`src/pkg/bss_pkg.sv`:
```
package bss_pkg;

  // ---------------------------------------------------------------
  // strap encodings
  // ---------------------------------------------------------------
  localparam logic STRAP_TEST_BSCAN    = 1'b1;
  localparam logic STRAP_VOLT_3V3      = 1'b1;
  localparam logic STRAP_RECOVERY      = 1'b0;
  localparam logic STRAP_CMP_ENABLE    = 1'b1;
  localparam logic STRAP_BOOT_SHARED   = 1'b1;

  // ---------------------------------------------------------------
  // reset values
  // ---------------------------------------------------------------
  localparam logic RST_STRAP_TEST      = 1'b0;
  localparam logic RST_STRAP_VOLT      = 1'b1;
  localparam logic RST_STRAP_RECOVERY  = 1'b1;
  localparam logic RST_STRAP_CMP       = 1'b0;
  localparam logic RST_STRAP_BOOT      = 1'b1;
  localparam int   BGPO_COUNT          = 2;

  typedef enum logic [1:0] {
    BSS_BOOT_SHARED,
    BSS_BOOT_ESPI,
    BSS_BOOT_RECOVERY
  } bss_boot_type;

  typedef struct packed {
    logic test_select;
    logic flash_voltage;
    logic recovery_boot;
    logic comparator_enable;
    logic boot_source;
  } boot_source_strap_type;

  localparam boot_source_strap_type STRAP_RESET = '{
    test_select:       RST_STRAP_TEST,
    flash_voltage:     RST_STRAP_VOLT,
    recovery_boot:     RST_STRAP_RECOVERY,
    comparator_enable: RST_STRAP_CMP,
    boot_source:       RST_STRAP_BOOT
  };

endpackage : bss_pkg

```
`src/logic/boot_source_strap_latch.sv`:
```
`timescale 1ns/10ps
module boot_source_strap_latch
  import bss_pkg::*;
(
  input  wire logic          sys_clk,
  input  wire logic          resetn,
  input  wire boot_source_strap_type pins,
  output boot_source_strap_type      captured,
  output logic               valid
);

  // ---------------------------------------------------------------
  // one-shot capture at first edge after reset release
  // ---------------------------------------------------------------
  always_ff @(posedge sys_clk) begin
    if (!resetn) begin
      captured <= STRAP_RESET;
      valid    <= 1'b0;
    end else if (!valid) begin
      captured <= pins;
      valid    <= 1'b1;
    end
  end

endmodule : boot_source_strap_latch

```
`src/logic/bss_boot_strap_sampling.sv`:
```
`timescale 1ns/10ps
// Function
// - test strap 1 routes debug port to boundary scan, 0 to cpu debug
// - voltage strap 1 selects 3.3V flash signalling, 0 selects 1.8V
// - recovery strap 0 boots recovery flash on private pins
// - comparator strap honoured only if otp enables; 1 enables comparator
// - boot-source strap 1 boots shared spi, 0 boots espi flash channel
// - espi boot: shared select pin becomes resume reset, driven high
// - espi boot: flash data pin becomes deep-sleep power good, high
// - spi flash load only when shared select pin sampled high
// - debug controller active: test strap pin only an output
// - test strap pin input only when no debug controller needed
// - battery outputs zero at battery power, programmable, retained
// - other unprogrammed pins stay tristated until firmware sets them
// - battery control output combines battery inputs and ec setting, unless ec override selects the ec setting alone
module bss_boot_strap_sampling
  import bss_pkg::*;
#(
  parameter int BGPO_W = BGPO_COUNT,
  parameter int VCI_W  = 4
)(
  input  wire logic              sys_clk,
  input  wire logic              resetn,
  input  wire logic              battery_por_n,
  input  wire logic              test_select_strap_pin,
  input  wire logic              voltage_strap_pin,
  input  wire logic              recovery_strap_pin,
  input  wire logic              comparator_strap_pin,
  input  wire logic              boot_source_pin,
  input  wire logic              otp_comparator_strap_en,
  input  wire logic              debug_controller_active,
  input  wire logic              boot_resume_reset_set,
  input  wire logic              boot_power_good_set,
  input  wire logic              fw_test_pin_drive,
  input  wire logic              fw_test_pin_value,
  input  wire logic              fw_gpio_cfg_valid,
  input  wire logic              fw_gpio_out,
  input  wire logic              fw_gpio_oe_n,
  input  wire logic              bgpo_write,
  input  wire logic [BGPO_W-1:0] bgpo_wdata,
  input  wire logic [VCI_W-1:0]  battery_inputs_n,
  input  wire logic              ec_vci_setting,
  input  wire logic              ec_vci_override,
  output logic                   debug_to_boundary_scan,
  output logic                   flash_io_3v3,
  output logic                   recovery_boot,
  output logic                   comparator0_enable,
  output logic                   boot_from_shared_spi,
  output logic                   spi_flash_load_ok,
  output bss_boot_type           boot_mode,
  output logic                   resume_reset_out_n,
  output logic                   resume_reset_oe_n,
  output logic                   deep_sleep_power_good,
  output logic                   deep_sleep_power_good_oe_n,
  output logic                   test_select_out,
  output logic                   test_select_oe_n,
  output logic                   gpio_out,
  output logic                   gpio_oe_n,
  output logic [BGPO_W-1:0]      battery_gp_output,
  output logic                   battery_control_output,
  output logic                   straps_valid
);

  // ---------------------------------------------------------------
  // strap decode helpers
  // ---------------------------------------------------------------
  function automatic logic strap_recovery(input boot_source_strap_type s);
    return s.recovery_boot == STRAP_RECOVERY;
  endfunction : strap_recovery

  function automatic logic strap_shared(input boot_source_strap_type s);
    return s.boot_source == STRAP_BOOT_SHARED;
  endfunction : strap_shared

  // recovery strap overrides the boot source
  function automatic bss_boot_type strap_mode(input boot_source_strap_type s);
    bss_boot_type mode;
    mode = BSS_BOOT_SHARED;
    case ({strap_recovery(s), strap_shared(s)})
      2'b10, 2'b11: mode = BSS_BOOT_RECOVERY;
      2'b01:        mode = BSS_BOOT_SHARED;
      2'b00:        mode = BSS_BOOT_ESPI;
      default:      mode = BSS_BOOT_SHARED;
    endcase
    return mode;
  endfunction : strap_mode

  // ---------------------------------------------------------------
  // strap capture
  // ---------------------------------------------------------------
  boot_source_strap_type pins;
  boot_source_strap_type cap;
  logic          cap_valid;
  logic          cap_valid_q;

  assign pins = '{
    test_select:       test_select_strap_pin,
    flash_voltage:     voltage_strap_pin,
    recovery_boot:     recovery_strap_pin,
    comparator_enable: comparator_strap_pin,
    boot_source:       boot_source_pin
  };

  boot_source_strap_latch u_latch (
    .sys_clk  (sys_clk),
    .resetn   (resetn),
    .pins     (pins),
    .captured (cap),
    .valid    (cap_valid)
  );

  // delayed flag, pins turn only after the decode settles
  always_ff @(posedge sys_clk) begin
    if (!resetn) begin
      cap_valid_q <= 1'b0;
    end else begin
      cap_valid_q <= cap_valid;
    end
  end

  // ---------------------------------------------------------------
  // decoded configuration, one register per output
  // ---------------------------------------------------------------
  always_ff @(posedge sys_clk) begin
    if (!resetn) begin
      straps_valid <= 1'b0;
    end else begin
      straps_valid <= cap_valid;
    end
  end

  always_ff @(posedge sys_clk) begin
    if (!resetn) begin
      debug_to_boundary_scan <= 1'b0;
    end else begin
      debug_to_boundary_scan <=
          (cap.test_select == STRAP_TEST_BSCAN);
    end
  end

  always_ff @(posedge sys_clk) begin
    if (!resetn) begin
      flash_io_3v3 <= RST_STRAP_VOLT;
    end else begin
      flash_io_3v3 <= (cap.flash_voltage == STRAP_VOLT_3V3);
    end
  end

  always_ff @(posedge sys_clk) begin
    if (!resetn) begin
      recovery_boot <= 1'b0;
    end else begin
      recovery_boot <= cap_valid && strap_recovery(cap);
    end
  end

  always_ff @(posedge sys_clk) begin
    if (!resetn) begin
      comparator0_enable <= 1'b0;
    end else begin
      comparator0_enable <= otp_comparator_strap_en
          && (cap.comparator_enable == STRAP_CMP_ENABLE);
    end
  end

  always_ff @(posedge sys_clk) begin
    if (!resetn) begin
      boot_from_shared_spi <= RST_STRAP_BOOT;
    end else begin
      boot_from_shared_spi <= strap_shared(cap);
    end
  end

  always_ff @(posedge sys_clk) begin
    if (!resetn) begin
      spi_flash_load_ok <= 1'b0;
    end else begin
      spi_flash_load_ok <= cap_valid && strap_shared(cap)
          && !strap_recovery(cap);
    end
  end

  always_ff @(posedge sys_clk) begin
    if (!resetn) begin
      boot_mode <= BSS_BOOT_SHARED;
    end else begin
      boot_mode <= strap_mode(cap);
    end
  end

  // ---------------------------------------------------------------
  // espi boot handshake outputs
  // ---------------------------------------------------------------
  // pins stay released until the boot source is known
  logic espi_boot;
  assign espi_boot = cap_valid_q && (strap_mode(cap) == BSS_BOOT_ESPI);

  always_ff @(posedge sys_clk) begin
    if (!resetn) begin
      resume_reset_oe_n <= 1'b1;
    end else begin
      resume_reset_oe_n <= !espi_boot;
    end
  end

  always_ff @(posedge sys_clk) begin
    if (!resetn) begin
      resume_reset_out_n <= 1'b0;
    end else if (espi_boot && boot_resume_reset_set) begin
      resume_reset_out_n <= 1'b1;
    end
  end

  always_ff @(posedge sys_clk) begin
    if (!resetn) begin
      deep_sleep_power_good_oe_n <= 1'b1;
    end else begin
      deep_sleep_power_good_oe_n <= !espi_boot;
    end
  end

  always_ff @(posedge sys_clk) begin
    if (!resetn) begin
      deep_sleep_power_good <= 1'b0;
    end else if (espi_boot && boot_power_good_set) begin
      deep_sleep_power_good <= 1'b1;
    end
  end

  // ---------------------------------------------------------------
  // test select strap pin direction
  // ---------------------------------------------------------------
  always_ff @(posedge sys_clk) begin
    if (!resetn) begin
      test_select_out <= 1'b0;
    end else begin
      test_select_out <= fw_test_pin_value;
    end
  end

  // drive only once straps are taken, never during capture
  always_ff @(posedge sys_clk) begin
    if (!resetn) begin
      test_select_oe_n <= 1'b1;
    end else if (debug_controller_active) begin
      test_select_oe_n <= !cap_valid_q;
    end else begin
      test_select_oe_n <= !(cap_valid_q && fw_test_pin_drive);
    end
  end

  // ---------------------------------------------------------------
  // generic pins tristate until programmed
  // ---------------------------------------------------------------
  // sticky until system reset
  logic gpio_programmed;

  always_ff @(posedge sys_clk) begin
    if (!resetn) begin
      gpio_programmed <= 1'b0;
    end else if (fw_gpio_cfg_valid) begin
      gpio_programmed <= 1'b1;
    end
  end

  always_ff @(posedge sys_clk) begin
    if (!resetn) begin
      gpio_out <= 1'b0;
    end else begin
      gpio_out <= fw_gpio_out;
    end
  end

  always_ff @(posedge sys_clk) begin
    if (!resetn) begin
      gpio_oe_n <= 1'b1;
    end else begin
      gpio_oe_n <= !(gpio_programmed && !fw_gpio_oe_n);
    end
  end

  // ---------------------------------------------------------------
  // battery domain, survives standby rail cycles
  // ---------------------------------------------------------------
  always_ff @(posedge sys_clk) begin
    // battery power-on only, system reset leaves it
    if (!battery_por_n) begin
      battery_gp_output <= '0;
    end else if (bgpo_write) begin
      battery_gp_output <= bgpo_wdata;
    end
  end

  // ---------------------------------------------------------------
  // battery control output
  // ---------------------------------------------------------------
  always_ff @(posedge sys_clk) begin
    if (!battery_por_n) begin
      battery_control_output <= 1'b0;
    end else begin
      battery_control_output <= ec_vci_override ? ec_vci_setting
          : (ec_vci_setting || !(&battery_inputs_n));
    end
  end

endmodule : bss_boot_strap_sampling

```
`config.mk`:
```
export PLATFORM = sky130hd
export DESIGN_NAME = bss_boot_strap_sampling
export DESIGN_NICKNAME = d
export VERILOG_FILES = /design/src/pkg/bss_pkg.sv /design/src/logic/boot_source_strap_latch.sv /design/src/logic/bss_boot_strap_sampling.sv
export SDC_FILE = /design/constraint.sdc
export NUM_CORES = 1
export LEC_CHECK = 0
export BUFFER_PORTS_ARGS = -buffer_cell sky130_fd_sc_hd__buf_2
export CORE_MARGIN = 2
export CORE_UTILIZATION = 44
export DETAILED_ROUTE_END_ITERATION = 8
export GPL_TIMING_DRIVEN = 1
export MAX_ROUTING_LAYER = met4
export PLACE_DENSITY = 0.8
export SLEW_MARGIN = 20
export SYNTH_ARGS = -nofsm -noshare
export SYNTH_HDL_FRONTEND = slang
export SYNTH_SLANG_ARGS = --single-unit
```
`constraint.sdc`:
```
create_clock -name sys_clk -period 1.4 [get_ports sys_clk]
set_clock_uncertainty 0.1 [all_clocks]
set_input_delay 0.28 -clock sys_clk [delete_from_list [all_inputs] [get_ports sys_clk]]
set_output_delay 0.28 -clock sys_clk [all_outputs]
set_load 0.005 [all_outputs]
```
# Word-level counts from Yosys, hierarchy flattened
# Index checks and enable logic that the tools add are counted.
[word_totals]
ff_bits = 26
out_inout_bits = 20
wordCells = 52
[classes]
n_eq_ne = 4
mux = 4
n_bitwise = 1
n_reduce_logical = 19
[ops]
columns = ["operator", "n"]
rows = [
  ["1-bit logical AND", 9],
  ["1-bit logical NOT", 6],
  ["2-bit case mux with 3 select lines", 1],
  ["2-bit by 1-bit equality test with 1-bit output, second input constant", 2],
  ["2-bit equality test, second input constant", 2],
  ["4-bit AND reduction", 1],
  ["1-bit two-way mux", 3],
  ["2-bit logical NOT", 1],
  ["2-bit OR reduction", 1],
  ["1-bit logical OR", 1],
  ["1-bit NOT", 1],
]

# Depth between registers and ports, before layout
# Gate-level depths: netlist of the first run.
[logic_depth]
ltp_word = 7
ltp_mapped = 3
ltp_nobuf = 2

# Hierarchy
# A second synthesis of the first run with hierarchy kept.
[hier_totals]
hier_cells = 64
hier_area_um2 = 790.8
[by_module_without_submodules]
columns = ["module", "n_inst", "cells_per_inst", "area_per_inst_um2", "seq_area_each_um2"]
rows = [
  ["bss_boot_strap_sampling", 1, 47, 585.6, 400.4],
  ["boot_source_strap_latch", 1, 17, 205.2, 120.1],
]

# Least setup slack after synthesis of the first run
# No wires, ideal clock.
[synth_timing]
kind = "input -> register"
from = "input port resetn"
to = "register deep_sleep_power_good"
t_arrival_ps = 750
required_time_ps = 1183
path_slack_ps = 433
stages = 3
path_buffers = 1
cell_sequence = "buf_6 -> and4b_4 -> a22o_1"
[synth_lines]
columns = ["item", "line", "rtl"]
rows = [
  ["start: declaration", "bss_boot_strap_sampling.sv:23", "input wire logic resetn,"],
  ["end signal: assignment", "bss_boot_strap_sampling.sv:224", "deep_sleep_power_good <= 1'b0;"],
  ["end signal: assignment", "bss_boot_strap_sampling.sv:226", "deep_sleep_power_good <= 1'b1;"],
  ["end: declaration", "bss_boot_strap_sampling.sv:53", "output logic deep_sleep_power_good,"],
]

# Worst setup path in the final report of the first run
[layout_timing]
from = "register straps_valid"
to = "output port straps_valid"
[layout_lines]
columns = ["item", "line", "rtl"]
rows = [
  ["start: declaration", "bss_boot_strap_sampling.sv:61", "output logic straps_valid"],
  ["start signal: assignment", "bss_boot_strap_sampling.sv:128", "straps_valid <= cap_valid;"],
]
# No word-level cell between the ends.

==> out/results.tsv, run 1 <==
metric	value	unit
RSZ-0062 raised after global routing	false	
GRT overflow	0	
Slew @ Worst Pin	297	ps
Slew Limit Headroom	80.2	%
Distinct cells, synth	19	
fin crit period	1190	ps
vias in the first global route	501	
Max H-tree Level	1	
commonest non-fill, non-tap cell in the layout	buf_2	
sequential share of the synthesized area	64.7	%
CTS tree	yes	
CP peak stage delay	380	ps
Vias per Instance	4.38	
max reg flops	5	
CTS root buf	clkbuf_4	
cell area after layout	1090	sq um
FF+latch count, synth	26	
DP HPWL	1080	um
Final Max Slew Viols	0	
WL final	1340	um
instance count on the critical path	1	
Worst R2R Setup Slack	390	ps
worst r2r dst	spi_flash_load_ok	
P per Cell Area	1270	nW/um^2
num rows	15	
Finish-stage setup viols	0	
CTS clk-pin slew, worst paths	120	ps
Vias	595	
Nets	138	
Fin. Hold Viols	0	
Worst Setup End Kind	output pin	
hold_buf cts	0	
post-synthesis cell area	805	sq um
GRT Util Overall	13.7	%
Most flops, register	u_latch.captured	
Final Cycle Share	85.1	%
die width	46.8	um
cell breakdown of the critical path	buf_2	
CP Data Arrival Time	810	ps
Critical Path RT	1020	ps
Mean Syn Cell Area	12.4	sq um
run status	finished clean	
Post-Synthesis Cells	65	
setup TNS	0	ps
initial core utilization	46.6	%
setup bufs post-CTS	0	
Die Span Y	46.8	um
Placed Area	1040	sq um
gpl congestion	0.691	
CTS Buffer Depth	2	
total clock sinks	26	
DRC viols	0	
synthesis-to-layout area growth	35.5	%
Fmax	839	MHz
most frequent cells in the layout	buf_2, dfxtp_1, mux2i_1, nor2b_1, and2_1	
Final Worst Setup Slack	208	ps
CP Launch Type	flop	
TritonCTS Buffers	3	
I/O pin cnt	46	
setup slack after placement	363	ps
Die Area	2190	sq um
wire per inst	9.85	um
Top delay family on crit path	flip-flops	
Bufs and invs on worst path	1	
initial antenna violation count	0	
Setup crit end	straps_valid	
total core area	1730	sq um
r2r startpoint	u_latch.valid	
maximum VDD drop	0.00101	V
Slowest-stage cell, CP	dfxtp_1	
Synth Net Count	91	
largest net degree at the start of global routing	16	
Worst-Skew Late Latency	310	ps
drt pass-1 iters	2	
Crit. Startpoint	straps_valid	
Hold Path Class	input port to flop	
first-pass GRT wire length	2010	um
YS warnings	0	
Max-cap violations	0	
Iteration-0 DRC Markers	1	
n_diodes	0	
share of post-route cells with drive strength above 1	46.8	%
Regs by FF count	u_latch.captured: 5 flops, battery_gp_output: 2 flops, boot_mode: 2 flops	
CP Max Fanout	3	
Port Buf Inserts	45	
DRT antenna net count	0	
Worst Path Class, Setup	flop to output pin	
cell leakage power	0.547	nW
reg2reg path depth	2	
Resized cells post-CTS	0	
==> per-stage QoR <==
| stage | cells | power, mW | hold WS, ps | utilization [%] |
|---|---|---|---|---|
| final | 136 | 1.39 | 52.1 | 63.1 |
| after global routing | 136 | 1.45 | 37.0 | 63.1 |
| after CTS | 136 | 1.41 | 37.9 | 63.1 |
| after detailed placement | 132 | 0.916 | 296 | 60.1 |
| after global placement | 132 | 0.912 | 290 | 60.1 |
| after floorplan | 65 | 0.856 | 208 | - |
==> final cells by class <==
class | instances | area (sq um)
Sequential cell | 26 | 520
Clock buffer | 3 | 22.5
Clock inverter | 1 | 30.0
Multi-Input combinational cell | 33 | 245
Fill cell | 157 | 637
Timing Repair Buffer | 46 | 233
Tap cell | 25 | 31.3
Inverter | 2 | 7.51
==> synth_stat cells (all sizes together) <==
cell	n	share of area, %
o211ai	1	0.93
nand3b	1	0.93
mux2i	7	8.7
inv	2	0.93
and4b	1	1.7
o21a	2	1.9
and3	2	1.6
buf	4	3.9
nand2	3	1.4
and2	5	4.2
a22o	2	2.2
a41oi	1	1.1
dfxtp	26	65
nor2b	5	3.9
nor2	1	0.47
nand2b	2	1.6
==> cells by family (layout without fill, tap and decap cells) <==
| logic type | after synthesis | count (layout) | share of synthesized area (%) |
|---|---|---|---|
| AND/OR/NAND/NOR | 20 | 20 | 15.7 |
| AO/OA/AOI/OAI | 6 | 6 | 6.07 |
| flip-flops | 26 | 26 | 64.7 |
| multiplexers | 7 | 7 | 8.71 |
| buffers and inverters | 6 | 52 | 4.82 |
==> worst min-delay path by stage <==
stage,startpoint,to,slack (ps),cells past startpoint
2_1_floorplan,resetn,u_latch.valid,210,0
3_3_place_gp,gpio_programmed,gpio_oe_n,290,1
3_5_place_dp,gpio_programmed,gpio_oe_n,300,1
4_1_cts,fw_gpio_oe_n,gpio_oe_n,40,2
5_1_grt,debug_controller_active,test_select_oe_n,40,2
6_report,fw_gpio_oe_n,gpio_oe_n,50,2
==> metal layers <==
metal,global-route usage (%),vias up,routed length [um]
li1,-,304,-
met1,15.1,261,538
met2,22.5,28,669
met3,3.85,2,126
met4,6.67,0,5
met5,-,-,0
==> power by group <==
group	internal (mW)	leakage [nW]	switching (mW)
Combinational	0.0672	0.305	0.0402
Sequential	0.774	0.214	0.0161
Clock	0.289	0.0279	0.201
No activity file was read; power rests on OpenSTA's default activity.
==> inputs of run 2 (changes only) <==
--- a/config.mk
+++ b/config.mk
@@ -7,11 +7,12 @@
 export LEC_CHECK = 0
 export BUFFER_PORTS_ARGS = -buffer_cell sky130_fd_sc_hd__buf_2
 export CORE_MARGIN = 2
-export CORE_UTILIZATION = 44
+export CORE_UTILIZATION = 47
+export CTS_BUF_LIST = sky130_fd_sc_hd__clkbuf_4 sky130_fd_sc_hd__clkbuf_8
 export DETAILED_ROUTE_END_ITERATION = 8
 export GPL_TIMING_DRIVEN = 1
 export MAX_ROUTING_LAYER = met4
-export PLACE_DENSITY = 0.8
+export PLACE_DENSITY = 0.85
 export SLEW_MARGIN = 20
 export SYNTH_ARGS = -nofsm -noshare
 export SYNTH_HDL_FRONTEND = slang
==> out/results.tsv, run 2 (synthesis results as in run 1) <==
metric	value	unit	change
final non-filler cell total	126		-7.4%
setup slack after placement	278	ps	-85.1 ps
Finish-stage setup viols	0		unchanged
gpl congestion	0.628		-9.1%
GRT overflow	0		unchanged
Max H-tree Level	1		unchanged
P per Cell Area	1190	nW/um^2	-6.4%
Net Switching	0.259	mW	+0.50%
vias in the first global route	516		+3.0%
Slew Limit Headroom	78.2	%	-2.0 points
CTS clk-pin slew, worst paths	120	ps	about the same
first-pass GRT wire length	2080	um	+3.4%
GRT Util Overall	14.8	%	+1.1 points
Hold WS	50.6	ps	-1.50 ps
Worst R2R Setup Slack	370	ps	-20 ps
Vias per Instance	4.83		+10%
Iteration-0 DRC Markers	11		+10
TritonCTS Buffers	3		unchanged
n_diodes	0		unchanged
DP HPWL	1090	um	+1.0%
CP Max Fanout	3		unchanged
commonest non-fill, non-tap cell in the layout	buf_2		
run status	finished clean		
synthesis-to-layout area growth	31.1	%	
Most flops, register	u_latch.captured		
hold_buf cts	0		unchanged
Vias	608		+2.2%
Slowest-stage cell, CP	dfxtp_1		
reg2reg path depth	2		unchanged
CP peak stage delay	380	ps	about the same
Hold Path Origin	fw_gpio_oe_n		
CP Launch Type	flop		
DRT antenna net count	0		unchanged
cell breakdown of the critical path	buf_2		
die width	45.4	um	-3.0%
Final Worst Setup Slack	210	ps	+2.36 ps
Final Max Slew Viols	0		unchanged
Die Area	2060	sq um	-5.8%
Final Cycle Share	85.0	%	-0.17 points
Fmax	841	MHz	+0.20%
maximum VDD drop	0.000842	V	-17%
Top delay family on crit path	flip-flops		
switching part of the total power	20.6	%	+2.0 points
setup TNS	0	ps	unchanged
worst r2r dst	spi_flash_load_ok		
total core area	1560	sq um	-9.7%
clock power share	28.7	%	-6.7 points
Regs by FF count	u_latch.captured: 5 flops, battery_gp_output: 2 flops, boot_mode: 2 flops		
Hold Path Class	input port to flop		
total clock sinks	26		unchanged
RSZ-0062 raised after global routing	false		
CTS tree	yes		
Placed Cells	122		-7.6%
power share of the combinational group	8.5	%	+0.8 points
Nets	137		-0.72%
Critical Path RT	1020	ps	about the same
Max-cap violations	0		unchanged
wire per inst	10.9	um	+11%
num rows	14		-1
most frequent cells in the layout	buf_2, dfxtp_1, mux2i_1, nor2b_1, and2_1		
Fin. Hold Viols	0		unchanged
share of post-route cells with drive strength above 1	46.4	%	-0.48 points
Bufs and invs on worst path	1		unchanged
Worst Path Class, Setup	flop to output pin		
DRC viols	0		unchanged
initial antenna violation count	0		unchanged
initial core utilization	51.6	%	+5.0 points
Worst-Skew Late Latency	300	ps	about the same
Worst Setup End Kind	output pin		
Int Pwr	0.998	mW	-12%
worst hold path endpoint	gpio_oe_n		
largest net degree at the start of global routing	21		+5
setup bufs post-CTS	0		unchanged
Resized cells post-CTS	0		unchanged
Final Power	1.26	mW	-9.4%
Min-Delay Path Depth	2		unchanged
I/O pin cnt	46		unchanged
sequential group share of total power	62.9	%	+6.0 points
CTS Buffer Depth	2		unchanged
fin crit period	1190	ps	-2.36 ps
CP Data Arrival Time	810	ps	about the same
cell leakage power	0.536	nW	-2.1%
max reg flops	5		unchanged
CTS root buf	clkbuf_4		
r2r startpoint	u_latch.valid		
Slew @ Worst Pin	326	ps	+29.6 ps
WL final	1380	um	+2.8%
Port Buf Inserts	45		unchanged
Die Span Y	45.4	um	-3.0%
drt pass-1 iters	4		+2
run 2: cell count changes in the layout (fill, tap and decap cells not counted):
| cell | before | now |
|---|---|---|
| clkbuf_8 | 0 | 1 |
| buf_4 | 1 | 0 |
| bufinv_16 | 1 | 0 |
run 2: worst max path at each step:
stage	startpoint	to	depth (start not counted)	slack (ps)
after detailed placement	resetn	resume_reset_out_n	3	280
final	straps_valid	straps_valid	1	210
after global placement	resetn	resume_reset_out_n	3	300
after floorplan	resetn	deep_sleep_power_good	3	430
after global routing	straps_valid	straps_valid	1	170
after CTS	straps_valid	straps_valid	1	190
run 2: layout make-up:
class	count	area [sq um]
multi-input cells	33	245
repair buffers	45	225
flip-flops and latches	26	520
clock buffers	4	36.3
fillers	137	504
well taps	16	20.0
inverters	2	7.51
run 2: routing by layer:
metal	part of all wire, %	global-route usage, %
met5	0	-
met4	0.73	8.82
met3	9.4	3.57
met2	51	26.6
met1	39	14.0
run 2: through the flow:
stage	util (%)	area, sq um
2_1_floorplan	-	805
3_3_place_gp	65.3	1020
3_5_place_dp	65.3	1020
4_1_cts	67.7	1050
5_1_grt	67.7	1050
6_report	67.7	1050
run 2: power by group through the flow:
stage | Combinational [mW] | Clock (mW) | Sequential (mW)
3_5_place_dp | 0.108 | 0 | 0.807
6_report | 0.106 | 0.360 | 0.790
3_3_place_gp | 0.103 | 0 | 0.806
2_1_floorplan | 0.0505 | 0 | 0.806
4_1_cts | 0.108 | 0.369 | 0.791
5_1_grt | 0.119 | 0.390 | 0.795
==> inputs of run 3 (changes only) <==
--- a/config.mk
+++ b/config.mk
@@ -7,12 +7,12 @@
 export LEC_CHECK = 0
 export BUFFER_PORTS_ARGS = -buffer_cell sky130_fd_sc_hd__buf_2
 export CORE_MARGIN = 2
-export CORE_UTILIZATION = 47
+export CORE_UTILIZATION = 39
 export CTS_BUF_LIST = sky130_fd_sc_hd__clkbuf_4 sky130_fd_sc_hd__clkbuf_8
 export DETAILED_ROUTE_END_ITERATION = 8
 export GPL_TIMING_DRIVEN = 1
 export MAX_ROUTING_LAYER = met4
-export PLACE_DENSITY = 0.85
+export PLACE_DENSITY = 0.75
 export SLEW_MARGIN = 20
 export SYNTH_ARGS = -nofsm -noshare
 export SYNTH_HDL_FRONTEND = slang
==> constraint.sdc (replaced) <==
create_clock -name sys_clk -period 0.97 [get_ports sys_clk]
set_clock_uncertainty 0.1 [all_clocks]
set_input_delay 0.194 -clock sys_clk [delete_from_list [all_inputs] [get_ports sys_clk]]
set_output_delay 0.194 -clock sys_clk [all_outputs]
set_load 0.005 [all_outputs]
==> out/results.tsv, run 3 (synthesis results as in run 1) <==
metric	value	unit	change
Vias per Instance	4.37		-9.5%
r2r startpoint	straps_valid		
Regs by FF count	u_latch.captured: 5 flops, battery_gp_output: 2 flops, boot_mode: 2 flops		
commonest non-fill, non-tap cell in the layout	buf_2		
Nets	162		+18%
CP Launch Type	flop		
DP HPWL	1200	um	+9.7%
die width	49.4	um	+8.9%
CTS clk-pin slew, worst paths	130	ps	about the same
synthesis-to-layout area growth	60.0	%	
Crit. Startpoint	straps_valid		
Final Cycle Share	110	%	
Slew @ Worst Pin	170	ps	-156 ps
fin crit period	1070	ps	
Fmax	936	MHz	
CTS Buffer Depth	2		unchanged
run status	finished, violations left		
CP Max Fanout	2		-1
Vias	703		+16%
initial core utilization	41.0	%	-11 points
max reg flops	5		unchanged
total core area	1960	sq um	+26%
Finish-stage setup viols	22		+22
P per Cell Area	1400	nW/um^2	+17%
Final Worst Setup Slack	-98.9	ps	-309 ps
RSZ-0062 raised after global routing	true		
Max-cap violations	0		unchanged
vias in the first global route	645		+25%
Bufs and invs on worst path	1		unchanged
Worst Path Class, Setup	flop to output pin		
maximum VDD drop	0.000910	V	+8.2%
gpl congestion	0.723		+15%
Filler cells	163		+19%
DRC viols	0		unchanged
Max H-tree Level	1		unchanged
I/O pin cnt	46		unchanged
CTS tree	yes		
worst hold path endpoint	battery_control_output		
largest net degree at the start of global routing	14		-33%
Die Area	2440	sq um	+19%
cell leakage power	0.645	nW	+20%
failing checks	setup timing		
drt pass-1 iters	2		-2
Hold Path Class	input port to flop		
Worst-Skew Late Latency	300	ps	about the same
Slew Limit Headroom	88.5	%	+10 points
Die Span Y	49.4	um	+8.9%
n_diodes	0		unchanged
GRT Util Overall	15.5	%	+0.75 points
Final Max Slew Viols	0		unchanged
CTS root buf	clkbuf_4		
WL final	1780	um	+29%
num rows	16		+2
CP peak stage delay	360	ps	-20 ps
first-pass GRT wire length	2790	um	+35%
Iteration-0 DRC Markers	7		-4
GRT overflow	0		unchanged
Hold WS	13.1	ps	-37.5 ps
Final Power	1.80	mW	+43%
Top delay family on crit path	flip-flops		
most frequent cells in the layout	buf_2, dfxtp_1, dlygate4sd3_1, buf_4		
Hold Path Origin	battery_por_n		
Fin. Hold Viols	0		unchanged
wire per inst	11.0	um	+1.2%
DRT antenna net count	0		unchanged
Slowest-stage cell, CP	dfxtp_2		
Port Buf Inserts	45		unchanged
initial antenna violation count	0		unchanged
reg2reg path depth	3		+1
total clock sinks	26		unchanged
worst r2r dst	resume_reset_out_n		
Worst R2R Setup Slack	-60	ps	-430 ps
Min-Delay Path Depth	2		unchanged
Worst Setup End Kind	output pin		
CP Data Arrival Time	770	ps	-40 ps
Most flops, register	u_latch.captured		
Critical Path RT	680	ps	-340 ps
TritonCTS Buffers	3		unchanged
share of post-route cells with drive strength above 1	51.5	%	+5.1 points
cell breakdown of the critical path	buf_2		
==> run 3: changes by cell type in the layout (fill, tap and decap cells not counted), sizes merged <==
| cell | delta |
|---|---|
| buf | +12 |
| dlygate4sd3 | +13 |
| clkbuf | -1 |
==> run 3: timing repair <==
action / 4_1_cts / 5_1_grt
cloned: 0 / 0
hold endpoints to repair: 11 / 1
setup endpoints to repair: 20 / 27
pin swaps: 0 / 1
buffers inserted: 3 / 3
hold buffers: 12 / 1
gates resized for setup: 6 / 2
==> run 3: worst reg2reg max path, stage by stage, from the launching register on <==
cell and delay, ps:
dfxtp_2 350, buf_6 110, and4b_4 190, a22o_1 190
==> run 3: area by class of cell <==
cell class                 instances  area, sq um  area share [%]
clock buffer                       3         22.5            1.75
timing repair buffer              70          449            34.9
sequential                        26          529            41.1
inverter                           2         7.51           0.583
tap                               27         33.8            2.62
multi-input combinational         33          245            19.0
==> run 3: power by group <==
part           switching [mW]  internal, mW
sequential             0.0182          1.12
combinational          0.0819         0.160
clock                   0.277         0.145
total                   0.377          1.42
==> run 3: metrics by stage <==
| stage | setup TNS (ps) | instance area, sq um | utilization (%) | worst slack (ps) | std cells |
|---|---|---|---|---|---|
| after floorplan | 0 | 805 | - | 38.8 | 65 |
| after global placement | 0 | 1080 | 54.9 | 56.8 | 139 |
| after detailed placement | 0 | 1080 | 54.9 | 28.6 | 139 |
| after CTS | -1730 | 1250 | 63.7 | -98.6 | 157 |
| after global routing | -2350 | 1290 | 65.6 | -143 | 161 |
| final | -1410 | 1290 | 65.6 | -98.9 | 161 |
==> run 3: routing by layer <==
layer  part of all wire [%]  track usage [%]  wire length (um)
met5                      0                -                 0
met4                      0                0                 0
met3                    9.1             6.44               162
met2                     53             29.3               943
met1                     38             15.9               673
==> run 3: how the worst max path moves through the flow <==
stage,end,cells past startpoint
after global placement,resume_reset_out_n,3
after detailed placement,deep_sleep_power_good,3
after global routing,deep_sleep_power_good,1
after CTS,straps_valid,1
after floorplan,spi_flash_load_ok,3
final,straps_valid,1
